## src/rtl/exec_pkg.sv

```systemverilog
package exec_pkg;
    // Wishbone register offsets
    localparam logic [7:0] off_control    = 8'h00; // Go, ext enable, software wake
    localparam logic [7:0] off_instr      = 8'h04; // Instruction word(s)
    localparam logic [7:0] off_accum      = 8'h08; // Accumulator
    localparam logic [7:0] off_status     = 8'h0c; // Flags, busy, sleep
    localparam logic [7:0] off_pc         = 8'h10; // Program counter
    localparam logic [7:0] off_latch      = 8'h14; // Latch high and upper
    localparam logic [7:0] off_stack_head = 8'h18; // Return stack head
    localparam logic [7:0] off_bank       = 8'h1c; // Bank selector
    localparam logic [7:0] off_ptr0       = 8'h20; // Pointers 0..2 at 20h, 24h, 28h
    localparam logic [7:0] off_target     = 8'h30; // Last write address
    localparam logic [7:0] off_target_dat = 8'h34; // Last write data
    localparam logic [7:0] off_watchdog   = 8'h38; // Watchdog counter
    // Opcodes
    localparam logic [15:0] op_computed_call = 16'h0014;
    localparam logic [15:0] op_sleep         = 16'h0003;
    localparam logic [6:0]  op_clear_file    = 7'h35;    // 0110 101
    localparam logic [7:0]  op_sub_pointer   = 8'he9;    // 1110 1001
    localparam logic [3:0]  op_move_two      = 4'hc;     // 1100
    localparam logic [7:0]  idx_limit        = 8'h5f;
    localparam logic [3:0]  access_sfr_bank  = 4'hf;
    // Reset values
    localparam logic [20:0] pc_reset         = 21'h000000;
    localparam logic [7:0]  watchdog_reset   = 8'h00;
    typedef enum logic [1:0] {
        ph_q1 = 2'b00,
        ph_q2 = 2'b01,
        ph_q3 = 2'b10,
        ph_q4 = 2'b11
    } phase_t;
endpackage
```

## src/rtl/exec_core.sv

```systemverilog
// The register addresses and the Wishbone slave port were chosen for this implementation.
`timescale 1ns/10ps
`default_nettype none
module exec_core (
    input  wire logic        clk_i,
    input  wire logic        rst_i,
    input  wire logic        cyc_i,
    input  wire logic        stb_i,
    input  wire logic        we_i,
    input  wire logic [7:0]  adr_i,
    input  wire logic [3:0]  sel_i,
    input  wire logic [31:0] dat_i,
    output logic      [31:0] dat_o,
    output logic             ack_o,
    output logic             sleeping_o
);
    ////////////////////////////////////////////////////////////////////
    // Architectural state
    logic [20:0] pc_reg;           // Program counter
    logic [7:0]  accumulator_reg;  // Working register
    logic [7:0]  pc_latch_high;    // Latched high byte
    logic [7:0]  pc_latch_upper;   // Latched upper byte
    logic [20:0] return_stack_head;
    logic [5:0]  bank_selector;    // Bank select
    logic [13:0] ptr_reg [3];      // Indirect pointers 0..2
    logic        zero_flag;
    logic        powerdown_flag;
    logic        watchdog_expiry_flag;
    logic [7:0]  watchdog_counter;
    logic [3:0]  postscaler_reg;
    logic        asleep_reg;
    logic [13:0] wr_addr_reg;      // Last data write address
    logic [7:0]  wr_data_reg;      // Last data write value
    // Control
    logic [31:0] instr_reg;        // Low: first word, high: second word
    logic        ext_en_reg;       // Extended set enable
    logic        busy_reg;
    logic        nop_cycle_reg;    // Pending no-operation cycle
    exec_pkg::phase_t phase_reg;
    logic        ack_reg;

    ////////////////////////////////////////////////////////////////////
    // Decode, done in the first quarter phase
    wire logic [15:0] w0 = instr_reg[15:0];
    wire logic is_call  = (w0 == exec_pkg::op_computed_call);
    wire logic is_sleep = (w0 == exec_pkg::op_sleep);
    wire logic is_clr   = (w0[15:9] == exec_pkg::op_clear_file);
    wire logic is_subp  = (w0[15:8] == exec_pkg::op_sub_pointer);
    wire logic is_move  = (w0[15:12] == exec_pkg::op_move_two);
    wire logic acc_bit  = w0[8];
    wire logic [7:0] fld = w0[7:0];

    // Data address for clear: access bank, banked RAM, or indexed
    logic [13:0] clr_addr;
    always_comb begin
        if (acc_bit) begin
            clr_addr = {bank_selector, fld};
        end else if (ext_en_reg && (fld <= exec_pkg::idx_limit)) begin
            clr_addr = ptr_reg[2] + {6'h00, fld};
        end else if (fld[7]) begin
            clr_addr = {2'b00, exec_pkg::access_sfr_bank, fld};
        end else begin
            clr_addr = {6'h00, fld};
        end
    end

    // Two-word move destination: top two bank bits forced to zero
    wire logic [13:0] move_dst = {2'b00, instr_reg[27:16]};

    ////////////////////////////////////////////////////////////////////
    // Wishbone slave; one wait state, ack drops the cycle after
    wire logic req  = cyc_i && stb_i && !ack_reg;
    wire logic wr   = req && we_i;
    wire logic go   = wr && (adr_i == exec_pkg::off_control) && sel_i[0] && dat_i[0] && !busy_reg;
    wire logic wake = wr && (adr_i == exec_pkg::off_control) && sel_i[0] && dat_i[2];

    always_ff @(posedge clk_i) begin
        if (rst_i) begin
            ack_reg <= 1'b0;
        end else begin
            ack_reg <= req;
        end
    end
    assign ack_o = ack_reg;
    assign sleeping_o = asleep_reg;

    // Read mux registered
    always_ff @(posedge clk_i) begin
        if (rst_i) begin
            dat_o <= 32'h0000_0000;
        end else if (req && !we_i) begin
            unique case (adr_i)
                exec_pkg::off_control:    dat_o <= {30'h0, ext_en_reg, busy_reg};
                exec_pkg::off_instr:      dat_o <= instr_reg;
                exec_pkg::off_accum:      dat_o <= {24'h0, accumulator_reg};
                exec_pkg::off_status:     dat_o <= {27'h0, asleep_reg, watchdog_expiry_flag,
                                                    powerdown_flag, zero_flag, busy_reg};
                exec_pkg::off_pc:         dat_o <= {11'h0, pc_reg};
                exec_pkg::off_latch:      dat_o <= {16'h0, pc_latch_upper, pc_latch_high};
                exec_pkg::off_stack_head: dat_o <= {11'h0, return_stack_head};
                exec_pkg::off_bank:       dat_o <= {26'h0, bank_selector};
                exec_pkg::off_ptr0:         dat_o <= {18'h0, ptr_reg[0]};
                exec_pkg::off_ptr0 + 8'h04: dat_o <= {18'h0, ptr_reg[1]};
                exec_pkg::off_ptr0 + 8'h08: dat_o <= {18'h0, ptr_reg[2]};
                exec_pkg::off_target:     dat_o <= {18'h0, wr_addr_reg};
                exec_pkg::off_target_dat: dat_o <= {24'h0, wr_data_reg};
                exec_pkg::off_watchdog:   dat_o <= {20'h0, postscaler_reg, watchdog_counter};
                default:                  dat_o <= 32'h0000_0000; // Unmapped reads zero
            endcase
        end
    end

    ////////////////////////////////////////////////////////////////////
    // Sequencer: quarter phases, busy, extra no-operation cycle
    always_ff @(posedge clk_i) begin
        if (rst_i) begin
            busy_reg      <= 1'b0;
            phase_reg     <= exec_pkg::ph_q1;
            nop_cycle_reg <= 1'b0;
        end else if (go) begin
            busy_reg  <= 1'b1;
            phase_reg <= exec_pkg::ph_q1;
        end else if (busy_reg) begin
            phase_reg <= exec_pkg::phase_t'(phase_reg + 2'd1);
            if (phase_reg == exec_pkg::ph_q4) begin
                if (!nop_cycle_reg && (is_call || is_move)) begin
                    nop_cycle_reg <= 1'b1;
                end else begin
                    nop_cycle_reg <= 1'b0;
                    busy_reg      <= 1'b0;
                end
            end
        end
    end

    // Execute strobes in the first cycle only
    wire logic exec_cyc = busy_reg && !nop_cycle_reg;
    wire logic at_q3 = exec_cyc && (phase_reg == exec_pkg::ph_q3);
    wire logic at_q4 = exec_cyc && (phase_reg == exec_pkg::ph_q4);
    logic [7:0] read_val;  // Value read in Q2
    logic [7:0] proc_val;  // Value processed in Q3

    // Read then process, one phase each
    always_ff @(posedge clk_i) begin
        if (rst_i) begin
            read_val <= 8'h00;
            proc_val <= 8'h00;
        end else if (exec_cyc && phase_reg == exec_pkg::ph_q2) begin
            read_val <= is_call ? accumulator_reg : 8'h00;
        end else if (at_q3) begin
            proc_val <= is_clr ? 8'h00 : read_val;
        end
    end

    ////////////////////////////////////////////////////////////////////
    // Program counter and return stack; call touches no flags or bank
    always_ff @(posedge clk_i) begin
        if (rst_i) begin
            pc_reg            <= exec_pkg::pc_reset;
            return_stack_head <= exec_pkg::pc_reset;
        end else if (at_q3 && is_call) begin
            return_stack_head <= pc_reg + 21'd2;
        end else if (at_q4 && is_call) begin
            pc_reg <= {pc_latch_upper[4:0], pc_latch_high, read_val};
        end else if (at_q4 && !is_sleep) begin
            pc_reg <= pc_reg + (is_move ? 21'd4 : 21'd2);
        end
    end

    // Register writes from software (accumulator, latches, bank, instr)
    always_ff @(posedge clk_i) begin
        if (rst_i) begin
            accumulator_reg <= 8'h00;
            pc_latch_high   <= 8'h00;
            pc_latch_upper  <= 8'h00;
            bank_selector   <= 6'h00;
            instr_reg       <= 32'h0000_0000;
            ext_en_reg      <= 1'b0;
        end else if (wr && !busy_reg) begin
            unique case (adr_i)
                exec_pkg::off_control:    ext_en_reg <= sel_i[0] ? dat_i[1] : ext_en_reg;
                exec_pkg::off_instr:      instr_reg <= dat_i;
                exec_pkg::off_accum:      accumulator_reg <= dat_i[7:0];
                exec_pkg::off_latch: begin
                    pc_latch_high  <= dat_i[7:0];
                    pc_latch_upper <= dat_i[15:8];
                end
                exec_pkg::off_bank:       bank_selector <= dat_i[5:0];
                default: ;
            endcase
        end
    end

    ////////////////////////////////////////////////////////////////////
    // Pointers: subtract unsigned literal, flags untouched
    for (genvar i = 0; i < 3; i++) begin : g_ptr
        always_ff @(posedge clk_i) begin
            if (rst_i) begin
                ptr_reg[i] <= 14'h0000;
            end else if (at_q4 && is_subp && (w0[7:6] == 2'(i))) begin
                ptr_reg[i] <= ptr_reg[i] - {8'h00, w0[5:0]};
            end else if (wr && !busy_reg && adr_i == 8'(exec_pkg::off_ptr0 + 4 * i)) begin
                ptr_reg[i] <= dat_i[13:0];
            end
        end
    end

    // Destination write, done in Q4 of the execute cycle
    always_ff @(posedge clk_i) begin
        if (rst_i) begin
            wr_addr_reg <= 14'h0000;
            wr_data_reg <= 8'h00;
            zero_flag   <= 1'b0;
        end else if (at_q4 && is_clr) begin
            wr_addr_reg <= clr_addr;
            wr_data_reg <= proc_val;
            zero_flag   <= 1'b1;
        end else if (at_q4 && is_move) begin
            wr_addr_reg <= move_dst;
            wr_data_reg <= proc_val;
        end
    end

    ////////////////////////////////////////////////////////////////////
    // Sleep and watchdog flags
    // Counter at all ones: the next sleeping clock is the timeout
    wire logic wd_timeout = &{postscaler_reg, watchdog_counter};
    always_ff @(posedge clk_i) begin
        if (rst_i) begin
            powerdown_flag       <= 1'b1;
            watchdog_expiry_flag <= 1'b1;
            watchdog_counter     <= exec_pkg::watchdog_reset;
            postscaler_reg       <= 4'h0;
            asleep_reg           <= 1'b0;
        end else if (at_q4 && is_sleep) begin
            powerdown_flag       <= 1'b0;
            watchdog_expiry_flag <= 1'b1;
            watchdog_counter     <= exec_pkg::watchdog_reset;
            postscaler_reg       <= 4'h0;
            asleep_reg           <= 1'b1;  // Oscillator stopped
        end else if (asleep_reg) begin
            // Watchdog keeps counting while asleep; its wrap is the timeout
            {postscaler_reg, watchdog_counter} <= {postscaler_reg, watchdog_counter} + 12'd1;
            if (wd_timeout) begin
                // Timeout wake is the only wake that clears expiry
                asleep_reg           <= 1'b0;
                watchdog_expiry_flag <= 1'b0;
            end else if (wake) begin
                // Software wake keeps expiry set, so firmware can tell the two apart
                asleep_reg           <= 1'b0;
            end
        end
    end
endmodule // exec_core
`default_nettype wire

```

## config.mk

```make
export PLATFORM = sky130hd
export DESIGN_NAME = exec_core
export DESIGN_NICKNAME = d
export VERILOG_FILES = /design/src/rtl/exec_pkg.sv /design/src/rtl/exec_core.sv
export SDC_FILE = /design/constraint.sdc
export NUM_CORES = 1
export LEC_CHECK = 0
export BUFFER_PORTS_ARGS = -buffer_cell sky130_fd_sc_hd__buf_2
export CORE_MARGIN = 3
export CORE_UTILIZATION = 35
export DETAILED_ROUTE_END_ITERATION = 8
export SLEW_MARGIN = 20
export SYNTH_ARGS = -nofsm -noshare
export SYNTH_HDL_FRONTEND = slang
export SYNTH_SLANG_ARGS = --single-unit
```

## constraint.sdc

```tcl
create_clock -name clk_i -period 4.4 [get_ports clk_i]
set_input_delay 0 -clock clk_i [delete_from_list [all_inputs] [get_ports clk_i]]
set_output_delay 0 -clock clk_i [all_outputs]
set_load 0.01 [all_outputs]
```

### Yosys cells after proc, flatten, opt, wreduce, memory -nomap -nowiden

Memory sizes are Yosys's and may differ from the RTL's.
Index checks and enable logic that the tools add are counted.

* bits in registers: 196
* memory bits (writable): 42
* bits of input ports: 49
* output and inout port bits: 34
* word-level logic and storage cells: 166
* memories kept: 1

Memory list
* ptr_reg: words 3, width 14, read ports 3, clocked after memory_dff 0, write ports 3, RTL line exec_core.sv:25 `logic [13:0] ptr_reg [3];`

* add/subtract/negate cells: 8
* magnitude comparators: 1
* eq/ne operators: 23
* multiplexer cells: 50
* bitwise logic cells: 9
* reductions and logical operators: 51

Operators by type and width (count)
* case mux 32 bit (14 select lines): 1
* two-way mux 14 bit: 10
* == test 8 x 6 -> 1 bit, second input constant: 6
* two-way mux 21 bit: 2
* subtractor 14 x 6 -> 14 bit: 3
* == test 8 x 5 -> 1 bit, second input constant: 4
* two-way mux 8 bit: 4
* two-way mux 1 bit: 31
* logical AND 1 bit: 29
* adder 21 x 2 -> 21 bit, second input constant: 1
* adder 21 x 3 -> 21 bit: 1
* == test 16 x 2 -> 1 bit, second input constant: 1
* == test 16 x 5 -> 1 bit, second input constant: 1
* == test 8 x 4 -> 1 bit, second input constant: 2
* adder 14 x 8 -> 14 bit: 1
* AND reduction 13 bit: 1
* adder 12 x 1 -> 12 bit, second input constant: 1
* two-way mux 12 bit: 1
* AND reduction 12 bit: 1
* AND reduction 2 bit: 6
* == test 8 x 3 -> 1 bit, second input constant: 1
* == test 8 bit, second input constant: 1
* less-or-equal comparator 8 x 7 -> 1 bit, second input constant: 1
* logical NOT 8 bit: 1
* 14 further kinds: 31

### Depth between registers and ports, before layout

Gate-level depths: netlist of run 1.

* depth after elaboration: 10
* depth in mapped cells: 10
* mapped depth without buffers: 10

### Worst setup path after synthesis of run 1

No wires, ideal clock.

* path type: register -> register
* start point: register phase_reg[0]
* end point: memory ptr_reg[1][0], enable pin
* setup time: 0.404 ns
* arrival: 2.164 ns
* data required time: 3.996 ns
* path slack: 1.832 ns
* stages on the path, launching flop included: 8
* buffers on the path: 0
* period minus slack after synthesis: 2.568 ns
* cell sequence: dfxtp_1 -> ha_1 -> nand3b_2 -> nor2_1 -> nand4_1 -> inv_1 -> nand2_1 -> o21ai_0

RTL lines
* start, declared: RTL line exec_core.sv:39 `exec_pkg::phase_t phase_reg;`
* start signal, assigned: RTL line exec_core.sv:118 `phase_reg <= exec_pkg::ph_q1;`
* start signal, assigned: RTL line exec_core.sv:122 `phase_reg <= exec_pkg::ph_q1;`
* start signal, assigned: RTL line exec_core.sv:124 `phase_reg <= exec_pkg::phase_t'(phase_reg + 2'd1);`
* end, declared: RTL line exec_core.sv:25

### Final worst setup path of run 1

* start point: input port adr_i[7]
* end point: register instr_reg[26]

* word-level cells in the longest chain between the ends: 2

Ends and longest elaborated chain
* start, declared: RTL line exec_core.sv:10 `input wire logic [7:0] adr_i,`
* == test 8 x 3 -> 1 bit: RTL line exec_core.sv:180 `unique case (adr_i)`
* AND reduction 2 bit (no source line)
* end signal, assigned: RTL line exec_core.sv:182 `exec_pkg::off_instr: instr_reg <= dat_i;`
* end, declared: RTL line exec_core.sv:35 `logic [31:0] instr_reg;`

Every way passes these cells.
A chain may end at the register's enable or synchronous reset.

==> run summary, run 1 <==
SYNTH
-------------------------------------------------------------------------------------
Compound-cell area share of the yosys netlist                                   20.6%
Leading register cell type out of synthesis                                   dfxtp_1
Synthesis Warnings                                                                  0
Synth cell types                                                                   85
Synth Area in Simple Gates                                                      22.3%
Post-synthesis mux area share                                                   4.24%
Post-synth EDFFs                                                                   42
Async S/R FF share, synth                                                          0%
Number of instances in the synthesized netlist                                   1600
Mean instance size in the synthesized netlist                                8.21 um2
Fraction of synthesized cell area in xor and xnor cells                         5.00%
Sequential-to-total area share from yosys stat                                  39.5%
Dominant combinational cell family by area after synthesis               simple AND/OR/NAND/NOR gates
Synthesis-stage register bit count                                                238
Syn_nets                                                                         1687
Post-synthesis instance area                                                13100 um2
Synth Area in Adders                                                            3.90%

POWER
-------------------------------------------------------------------------------------
Sequential fraction of design power                                             45.8%
Switching component of the power                                              1.20 mW
Internal power                                                                3.72 mW
Peak VDD IR                                                                  0.284 mV
Clock network fraction of total power                                           48.4%
Power density normalized to cell area                                      322 nW/um2
Leakage power total                                                           5.25 nW
Gate power share                                                                 5.8%
Sw frac                                                                         24.4%

FLOW RUN
-------------------------------------------------------------------------------------
Max-cap violations                                                                  0

STA
-------------------------------------------------------------------------------------
Fin. max-slew vios                                                                  0
Minimum period implied by the final worst setup slack                         3.10 ns
Maximum frequency from static timing analysis                                 322 MHz
Setup total negative slack                                                       0 ns
Worst Slack Setup Final                                                       1.30 ns
# setup viols final                                                                 0
RSZ-0062 raised after global routing                                            false
Clock tree skew after final layout                                          0.0194 ns
Total count of hold-check failures in the final report                              0
Pin slew with the least headroom to its limit                                 1.06 ns
Worst max-slew margin expressed relative to the limit                           29.3%
Final period util                                                               70.5%

HOLD PATH
-------------------------------------------------------------------------------------
Capture endpoint of the worst hold path                                  sleeping_o$_SDFF_PP0_
Hold Path Cell Cnt                                                                  4
Start point of the worst hold path                                               we_i
Hold Path Class                                                             in -> reg

DETAILED ROUTING
-------------------------------------------------------------------------------------
Drt pass-1 iters                                                                    8
Detailed Route WL                                                             48.7 mm
Drt via density                                                                  5.84
Via count                                                                       12600
Routed len/inst                                                               22.6 um
DRT antenna net count                                                               0
Count of routing violations after the opening detailed-route iteration           1433
DRC viols                                                                           0

WORST SETUP PATH
-------------------------------------------------------------------------------------
Maximum fanout count along the critical path                                       32
Setup CP Type                                                               in -> reg
R2R Path End                                                             pc_reg[13]$_SDFFE_PP0P_
Worst reg2reg path startpoint                                            instr_reg[8]$_SDFFE_PP0P_
Setup slack of the worst register-to-register path                            1.33 ns
Arr. time, crit path                                                          3.61 ns
Startpoint type of the worst setup path                                     input pin
WP data required                                                              4.91 ns
Critical Path End Type                                                           flop
Register-to-Register Path Depth                                                     7

GRT
-------------------------------------------------------------------------------------
Number of antenna violations at the first check in global routing                   2
First-pass GRT wire length                                                    71.9 mm
Total routing resource utilization after global routing                         23.7%
Overall overflow remaining after global route                                       0
Vias in the first global route                                                  11600
Maximum number of pins on one net before global-route repair                       98

DIE
-------------------------------------------------------------------------------------
Die Width                                                                      200 um
Total Die Area                                                              39900 um2
Effective utilization at floorplan                                              35.7%
# IOs                                                                              83
Overall die height                                                             200 um
Floorplan core area                                                         36800 um2
Std cell rows                                                                      70

PLACEMENT
-------------------------------------------------------------------------------------
Worst slack at placement                                                      1.37 ns
DP Wirelength                                                                 34.7 mm
Port-buffer cells                                                                  79
DP Cell Count                                                                    2056
Placer's final routability congestion estimate                                  0.982
Instance area at placement                                                  13900 um2

CLOCKING
-------------------------------------------------------------------------------------
Post-cts gate resize count                                                          0
Htree depth                                                                         1
Post-CTS setup-driven buffer insertion count                                        0
Clock-pin slew on the worst setup and hold paths                              0.06 ns
Clock latency reported for the late side of the worst-skew pair               0.57 ns
CTS Buf Count                                                                      27
Sinks on Clock Net                                                                238
Clock tree from TritonCTS                                                        done
CTS max path bufs                                                                   3
CTS root buf                                                                clkbuf_16

LAYOUT
-------------------------------------------------------------------------------------
Sequential cell area in the final layout                                     5180 um2
Post-layout instance area                                                   15300 um2
Total area of multi-input combinational cells                                7410 um2
Largest register FFs                                                               42
Fraction of layout cells with a size suffix above 1                             12.0%
Area Overhead vs Synth                                                          16.3%
Layout Nets                                                                      1753
Fill cell instance count of the final layout                                     3700
Count of non-filler cells in the finished layout                                 2155

RUN STATUS
-------------------------------------------------------------------------------------
Outcome                                                                     completed

==> worst max-delay path, cell delays in order <==
cell	delay, ns
dlygate4sd3_1	0.54
buf_2	0.17
or2_1	0.36
nor3_2	0.78
nand2_1	0.40
nor2_2	0.16
buf_4	0.34
nand2_1	0.13
a21oi_1	0.14
dlygate4sd3_1	0.56
==> worst max path at each step <==
| stage | to | cells after the start | from |
|---|---|---|---|
| 6_report | instr_reg[26]$_SDFFE_PP0P_ | 10 | adr_i[7] |
| 5_1_grt | pc_reg[20]$_SDFFE_PP0P_ | 10 | instr_reg[15]$_SDFFE_PP0P_ |
| 4_1_cts | ptr_reg[1][7]$_DFFE_PP_ | 9 | instr_reg[1]$_SDFFE_PP0P_ |
| 3_5_place_dp | ptr_reg[1][7]$_DFFE_PP_ | 9 | instr_reg[1]$_SDFFE_PP0P_ |
| 3_3_place_gp | ptr_reg[1][13]$_DFFE_PP_ | 9 | instr_reg[1]$_SDFFE_PP0P_ |
| 2_1_floorplan | ptr_reg[1][0]$_DFFE_PP_ | 7 | phase_reg[0]$_SDFFE_PP0P_ |
==> through the flow <==
| step | power, mW | hold WS, ns | util, % |
|---|---|---|---|
| floorplan | 2.43 | 0.136 | - |
| global placement | 2.55 | 0.244 | 37.7 |
| detailed placement | 2.55 | 0.245 | 37.7 |
| CTS | 4.95 | 0.00896 | 41.5 |
| global route | 5.05 | 0.0169 | 41.6 |
| finish | 4.92 | 0.0522 | 41.6 |
==> cells by family (layout without fill, tap and decap cells) <==
| kind of cell | Yosys count | in the layout |
|---|---|---|
| AOI/OAI and AO/OA | 418 | 418 |
| xor gates and xnor gates | 75 | 75 |
| adders and majority gates | 38 | 38 |
| buffers and inverters | 141 | 227 |
| DFF | 238 | 238 |
| muxes | 51 | 51 |
| other | 0 | 1 |
| and+or+nand+nor | 639 | 639 |
==> power by group through the flow <==
stage | Combinational [mW] | Sequential [mW] | Clock, mW
after global routing | 0.298 | 2.25 | 2.50
final | 0.284 | 2.25 | 2.38
after floorplan | 0.150 | 2.28 | 0
after global placement | 0.249 | 2.30 | 0
after CTS | 0.276 | 2.25 | 2.42
after detailed placement | 0.249 | 2.30 | 0
==> cells in the mapped netlist, types with 34 or more instances <==
master	count	share of area, %
nand2_1	252	7.2
dfxtp_1	196	30
nor2_1	185	5.3
a21oi_1	128	4.9
clkbuf_1	80	2.3
o21ai_0	71	2.7
a22oi_1	59	3.4
nand3_1	43	1.6
edfxtp_1	42	9.6
mux2i_1	41	3.1
a211oi_1	40	2.3
xnor2_1	39	2.6
xor2_1	36	2.4
nor3_1	34	1.3
==> cells in the final DEF (no fill, tap or decap), drive strengths merged, types with 8 or more instances in the layout <==
master / n
dlygate4sd3: 49
nand4: 14
nand2: 254
and3: 10
a21oi: 128
mux2i: 41
or3: 8
o22ai: 16
nor4: 18
nor2: 189
nor2b: 12
or2: 14
o21ai: 81
edfxtp: 42
buf: 104
xnor2: 39
a221oi: 8
a22oi: 59
dfxtp: 196
a211oi: 49
nor3: 38
ha: 33
inv: 28
xor2: 36
clkbuf: 37
nand3: 43
==> cell type report <==
cell class | instances | area share [%]
Sequential cell | 238 | 33.9
Antenna cell | 1 | 0.0164
Inverter | 25 | 0.614
Multi-Input combinational cell | 1221 | 48.5
Clock buffer | 37 | 5.21
Tap cell | 468 | 3.83
Clock inverter | 12 | 0.884
Timing Repair Buffer | 153 | 7.06
==> what timing repair did <==
action,4_1_cts,5_1_grt
hold endpoints to repair,132,0
setup endpoints to repair,0,0
hold buffers,49,0
==> routing by layer <==
metal  up-vias  track usage, %  wire length (um)
li1       5855               -                 -
met1      6073            33.5             21200
met2       567            36.5             21300
met3        84            5.57              4930
met4         2            6.25              1290
met5         -               0                14
No activity file was read; power rests on OpenSTA's default activity.
==> run 2: changes to the inputs <==
Settings changed: ABC_AREA set to 1.
Clock period 4.4 ns to 2.7 ns, I/O delays scaled along.
==> run summary, run 2 <==
SYNTH
-------------------------------------------------------------------------------------
Sequential-to-total area share from yosys stat                                  37.8%
Synthesis Warnings                                                                  0
Async S/R FF share, synth                                                          0%
Dominant cell type by area after synthesis                                    dfxtp_1
Synthesis-stage register bit count                                                238
Post-synth EDFFs                                                                   42
Mean instance size in the synthesized netlist                                7.05 um2
Number of instances in the synthesized netlist                                   1945
Most common cell in the netlist                                               nand2_1
Synth cell types                                                                   58
Fraction of synthesized cell area taken by the top area cell type               28.6%
Post-synthesis instance area                                                13700 um2
Synth top cells by count                                                 425 x nand2_1, 228 x nor2_1, 202 x a21oi_1, 199 x o21ai_0, 196 x dfxtp_1
Synth top area cells                                                     dfxtp_1 29%, nand2_1 12%, edfxtp_1 9.2%
Syn_nets                                                                         2032
Leading register cell type out of synthesis                                   dfxtp_1

POWER
-------------------------------------------------------------------------------------
Internal power                                                                6.16 mW
Power density normalized to cell area                                      504 nW/um2
Sw frac                                                                         23.4%
Leakage power total                                                           6.61 nW
Sequential fraction of design power                                             45.5%
Clock network fraction of total power                                           49.3%
Peak VDD IR                                                                  0.491 mV
Gate power share                                                                 5.2%
Switching component of the power                                              1.89 mW

PLACEMENT
-------------------------------------------------------------------------------------
Instance area at placement                                                  14600 um2
Placer's final routability congestion estimate                                  0.970
Port-buffer cells                                                                  79
DP Cell Count                                                                    2495
Worst slack at placement                                                     0.202 ns
DP Wirelength                                                                 38.0 mm

STA
-------------------------------------------------------------------------------------
Minimum period implied by the final worst setup slack                         2.44 ns
RSZ-0062 raised after global routing                                            false
Final period util                                                               90.3%
Clock tree skew after final layout                                         0.00938 ns
Worst max-slew margin expressed relative to the limit                           30.9%
Maximum frequency from static timing analysis                                 410 MHz
Fin. max-slew vios                                                                  0
Setup total negative slack                                                       0 ns
# setup viols final                                                                 0
Pin slew with the least headroom to its limit                                 1.03 ns
Worst Slack Setup Final                                                      0.262 ns
Total count of hold-check failures in the final report                              0

GRT
-------------------------------------------------------------------------------------
Vias in the first global route                                                  13000
Total routing resource utilization after global routing                         23.7%
Maximum number of pins on one net before global-route repair                       45
Number of antenna violations at the first check in global routing                   1
First-pass GRT wire length                                                    76.0 mm
Overall overflow remaining after global route                                       0

CLOCKING
-------------------------------------------------------------------------------------
Clock tree from TritonCTS                                                        done
CTS root buf                                                                clkbuf_16
CTS Buf Count                                                                      27
Sinks on Clock Net                                                                238
Clock-pin slew on the worst setup and hold paths                              0.06 ns
CTS max path bufs                                                                   3
Clock latency reported for the late side of the worst-skew pair               0.56 ns
Htree depth                                                                         1

WORST SETUP PATH
-------------------------------------------------------------------------------------
WP data required                                                              3.13 ns
Setup CP Type                                                              reg -> reg
Critical Path End Type                                                           flop
Arr. time, crit path                                                          2.87 ns
Maximum fanout count along the critical path                                        4
Startpoint type of the worst setup path                                          flop

FLOW RUN
-------------------------------------------------------------------------------------
Max-cap violations                                                                  0

DIE
-------------------------------------------------------------------------------------
Std cell rows                                                                      71
Die Width                                                                      204 um
Overall die height                                                             204 um
Effective utilization at floorplan                                              36.0%
Floorplan core area                                                         38100 um2
# IOs                                                                              83
Total Die Area                                                              41600 um2

DETAILED ROUTING
-------------------------------------------------------------------------------------
Routed len/inst                                                               19.5 um
Drt via density                                                                  5.27
Detailed Route WL                                                             50.3 mm
Drt pass-1 iters                                                                    5
DRC viols                                                                           0
Count of routing violations after the opening detailed-route iteration           1422
DRT antenna net count                                                               0
Via count                                                                       13600

LAYOUT
-------------------------------------------------------------------------------------
Post-route core utilization                                                     41.9%
Layout Nets                                                                      2137
Commonest cells after routing, fill and taps aside                       425 x nand2_1, 225 x nor2_1, 202 x a21oi_1
Post-layout instance area                                                   16000 um2
Leading cell type in the layout, fill and taps excluded                       nand2_1
Largest register FFs                                                               42
Count of non-filler cells in the finished layout                                 2582
Fraction of layout cells with a size suffix above 1                             11.7%
Fill cell instance count of the final layout                                     3956
Area Overhead vs Synth                                                          16.4%
N_diodes                                                                            0

RUN STATUS
-------------------------------------------------------------------------------------
Outcome                                                                     completed

HOLD PATH
-------------------------------------------------------------------------------------
Hold Path Class                                                             in -> reg

-- run 2: per-layer routing --
layer / up-vias / wire [um] / track usage, %
met5: - / 0 / 0
met2: 456 / 23200 / 38.8
li1: 6644 / - / -
met1: 6386 / 21500 / 31.0
met4: 0 / 2180 / 9.54
met3: 110 / 3400 / 4.09
-- run 2: path summary, 6_finish.rpt --
kind                                                   from                     endpoint  slack, ns  cells past startpoint
worst max-delay path             instr_reg[12]$_SDFFE_PP0P_      pc_reg[19]$_SDFFE_PP0P_       0.26                     14
worst min-delay path                                  rst_i     proc_val[4]$_SDFFE_PP0P_       0.04                      3
worst max register to register   instr_reg[12]$_SDFFE_PP0P_      pc_reg[19]$_SDFFE_PP0P_       0.26                     14
worst min register to register  powerdown_flag$_SDFFE_PP1P_  powerdown_flag$_SDFFE_PP1P_       0.46                      2
-- run 2: timing repair --
action | in CTS | in global routing
buffers inserted | 0 | 0
setup endpoints to repair | 0 | 3
gates resized for setup | 0 | 3
hold endpoints to repair | 89 | 0
hold buffers | 37 | 0
-- run 2: layout make-up --
class | count | area [um2] | area share [%]
flip-flops and latches | 238 | 5180 | 32.5
inverters | 211 | 796 | 4.99
clock buffers | 40 | 818 | 5.13
clock inverters | 10 | 143 | 0.894
multi-input cells | 1421 | 7340 | 46.0
repair buffers | 151 | 1040 | 6.52
well taps | 511 | 639 | 4.01
-- run 2: metrics by stage --
step	hold slack, ns	power [mW]
2_1_floorplan	0.135	3.94
3_3_place_gp	0.229	4.10
3_5_place_dp	0.232	4.11
4_1_cts	0.0199	8.09
5_1_grt	0.0429	8.27
6_report	0.0352	8.04
-- run 2: cell families (layout without fill, tap and decap cells) --
group           after synthesis  in the layout  share of synthesized area (%)
buf+inv                     286            412                           8.77
fa+ha+maj                    38             38                           3.74
simple gates                875            875                           28.9
flops                       238            238                           37.8
compound gates              463            463                           17.9
xor+xnor                     45             45                           2.87
-- run 2: worst max-delay path, stage by stage (launching register included) --
cell and delay, ns:
dfxtp_1 0.44, nor3_4 0.09, inv_2 0.14, ha_1 0.20, inv_1 0.06, fa_1 0.40, nor2_2 0.16, nand2_1 0.08
inv_1 0.12, nand2_1 0.12, nor2_1 0.15, xor2_1 0.15, nand2_1 0.06, nand3_1 0.07, a21oi_1 0.06
-- run 2: power by group through the flow --
stage	logic (mW)	registers (mW)	clock network (mW)
2_1_floorplan	0.216	3.72	0
3_3_place_gp	0.368	3.74	0
3_5_place_dp	0.371	3.74	0
4_1_cts	0.412	3.66	4.01
5_1_grt	0.452	3.66	4.16
6_report	0.416	3.66	3.97
==> run 3: changes to the inputs <==
Settings changed: RECOVER_POWER set to 25.
==> run summary, run 3 (synthesized netlist as in run 2, its figures left out) <==
HOLD PATH
-------------------------------------------------------------------------------------
Hold Path Cell Cnt                                                                  3
Start point of the worst hold path                                              rst_i
Capture endpoint of the worst hold path                                  proc_val[4]$_SDFFE_PP0P_
Hold Path Class                                                             in -> reg

WORST SETUP PATH
-------------------------------------------------------------------------------------
Arr. time, crit path                                                          2.94 ns
Register-to-Register Path Depth                                                    10
Maximum fanout count along the critical path                                       15
Critical Path End Type                                                           flop
Worst reg2reg path startpoint                                            ack_o$_SDFF_PP0_
R2R Path End                                                             ptr_reg[2][2]$_SDFFCE_PN0P_
Setup slack of the worst register-to-register path                            0.17 ns
Startpoint type of the worst setup path                                          flop
Setup CP Type                                                              reg -> reg
WP data required                                                              3.11 ns

DIE
-------------------------------------------------------------------------------------
Effective utilization at floorplan                                              36.0%
Floorplan core area                                                         38100 um2
# IOs                                                                              83
Std cell rows                                                                      71
Die Width                                                                      204 um
Total Die Area                                                              41600 um2
Overall die height                                                             204 um

GRT
-------------------------------------------------------------------------------------
Maximum number of pins on one net before global-route repair                       45
Total routing resource utilization after global routing                         23.7%
Overall overflow remaining after global route                                       0
Met1 global-route usage                                                         31.0%
Number of antenna violations at the first check in global routing                   1
First-pass GRT wire length                                                    76.0 mm
GRT met3 Usage                                                                  4.09%
Vias in the first global route                                                  13000
Met2 track utilization from global routing                                      38.8%
Busiest layer in global routing                                                  met2

PLACEMENT
-------------------------------------------------------------------------------------
Instance area at placement                                                  14600 um2
Port-buffer cells                                                                  79
Worst slack at placement                                                     0.202 ns
DP Cell Count                                                                    2495
DP Wirelength                                                                 38.0 mm
Placer's final routability congestion estimate                                  0.970

STA
-------------------------------------------------------------------------------------
Clock tree skew after final layout                                         0.00773 ns
Total count of hold-check failures in the final report                              0
Pin slew with the least headroom to its limit                                 1.02 ns
Fin. max-slew vios                                                                  0
Setup total negative slack                                                       0 ns
Final period util                                                               93.6%
Minimum period implied by the final worst setup slack                         2.53 ns
# setup viols final                                                                 0
Worst Slack Setup Final                                                      0.172 ns
RSZ-0062 raised after global routing                                            false
Minimum hold slack                                                          0.0394 ns
Maximum frequency from static timing analysis                                 396 MHz
Worst max-slew margin expressed relative to the limit                           32.2%

DETAILED ROUTING
-------------------------------------------------------------------------------------
Detailed Route WL                                                             50.4 mm
Drt via density                                                                  5.28
Count of routing violations after the opening detailed-route iteration           1450
Routed len/inst                                                               19.5 um
DRC viols                                                                           0
DRT antenna net count                                                               0
Drt pass-1 iters                                                                    6
Via count                                                                       13600

POWER
-------------------------------------------------------------------------------------
Peak VDD IR                                                                  0.496 mV
Sequential fraction of design power                                             45.5%
Clock network fraction of total power                                           49.4%
PnR Total Power                                                               8.05 mW
Switching component of the power                                              1.90 mW
Sw frac                                                                         23.5%
Leakage power total                                                           6.44 nW
Gate power share                                                                 5.1%
Power density normalized to cell area                                      507 nW/um2
Internal power                                                                6.16 mW

LAYOUT
-------------------------------------------------------------------------------------
Largest register FFs                                                               42
Total area of multi-input combinational cells                                7320 um2
Area Overhead vs Synth                                                          15.9%
Sequential cell area in the final layout                                     5180 um2
Fraction of layout cells with a size suffix above 1                             9.80%
N_diodes                                                                            0
Commonest cells after routing, fill and taps aside                       426 x nand2_1, 227 x nor2_1, 202 x a21oi_1
Layout Nets                                                                      2137
Post-layout instance area                                                   15900 um2
Count of non-filler cells in the finished layout                                 2582
Post-route core utilization                                                     41.7%
Leading cell type in the layout, fill and taps excluded                       nand2_1
Fill cell instance count of the final layout                                     3983

CLOCKING
-------------------------------------------------------------------------------------
Clock latency reported for the late side of the worst-skew pair               0.57 ns
Sinks on Clock Net                                                                238
Clock-pin slew on the worst setup and hold paths                              0.06 ns
Clock tree from TritonCTS                                                        done
CTS root buf                                                                clkbuf_16
CTS max path bufs                                                                   3
CTS Buf Count                                                                      27
Htree depth                                                                         1

RUN STATUS
-------------------------------------------------------------------------------------
Outcome                                                                     completed

FLOW RUN
-------------------------------------------------------------------------------------
Max-cap violations                                                                  0

==> run 3: layer usage <==
metal / wire length [um] / up-vias
met2: 23300 / 462
met4: 2190 / 0
met5: 0 / -
met3: 3460 / 113
met1: 21500 / 6417
li1: - / 6643
==> run 3: how the worst max path moves through the flow <==
stage                               startpoint                           to  slack [ns]  cells past startpoint
global placement    instr_reg[15]$_SDFFE_PP0P_      pc_reg[19]$_SDFFE_PP0P_        0.18                     13
global route        instr_reg[15]$_SDFFE_PP0P_      pc_reg[19]$_SDFFE_PP0P_        0.02                     15
floorplan           instr_reg[14]$_SDFFE_PP0P_      pc_reg[19]$_SDFFE_PP0P_        0.49                     15
detailed placement  instr_reg[12]$_SDFFE_PP0P_      pc_reg[19]$_SDFFE_PP0P_        0.20                     14
finish                        ack_o$_SDFF_PP0_  ptr_reg[2][2]$_SDFFCE_PN0P_        0.17                     10
CTS                 instr_reg[15]$_SDFFE_PP0P_      pc_reg[19]$_SDFFE_PP0P_        0.20                     15
==> run 3: cell type report <==
type	count	share of cell area [%]
inverter	211	5.01
tap	511	4.02
sequential	238	32.6
timing repair buffer	151	6.24
clock buffer	40	5.15
multi-input combinational	1421	46.1
clock inverter	10	0.898
==> run 3: repair_timing <==
| item | 4_1_cts | 5_1_grt |
|---|---|---|
| gates resized for setup | 0 | 3 |
| hold buffers | 37 | 0 |
| hold endpoints to repair | 89 | 0 |
| setup buffers | 0 | 0 |
| endpoints found under the setup margin | 0 | 3 |
==> run 3: critical path, stage by stage (launching register included) <==
cell and delay (ns):
dfxtp_1 0.31, nand3b_1 0.18, nor2_1 0.36, nand2_1 0.43, inv_2 0.24, nand2_4 0.15, nor2_8 0.19, inv_2 0.15
o21ai_0 0.13, nand3_1 0.10, a21oi_1 0.12
==> run 3: power by group through the flow <==
stage	clock network, mW	registers [mW]	logic [mW]
after floorplan	0	3.72	0.216
after global placement	0	3.74	0.368
after detailed placement	0	3.74	0.371
after CTS	4.01	3.66	0.412
after global routing	4.16	3.66	0.449
final	3.98	3.66	0.413
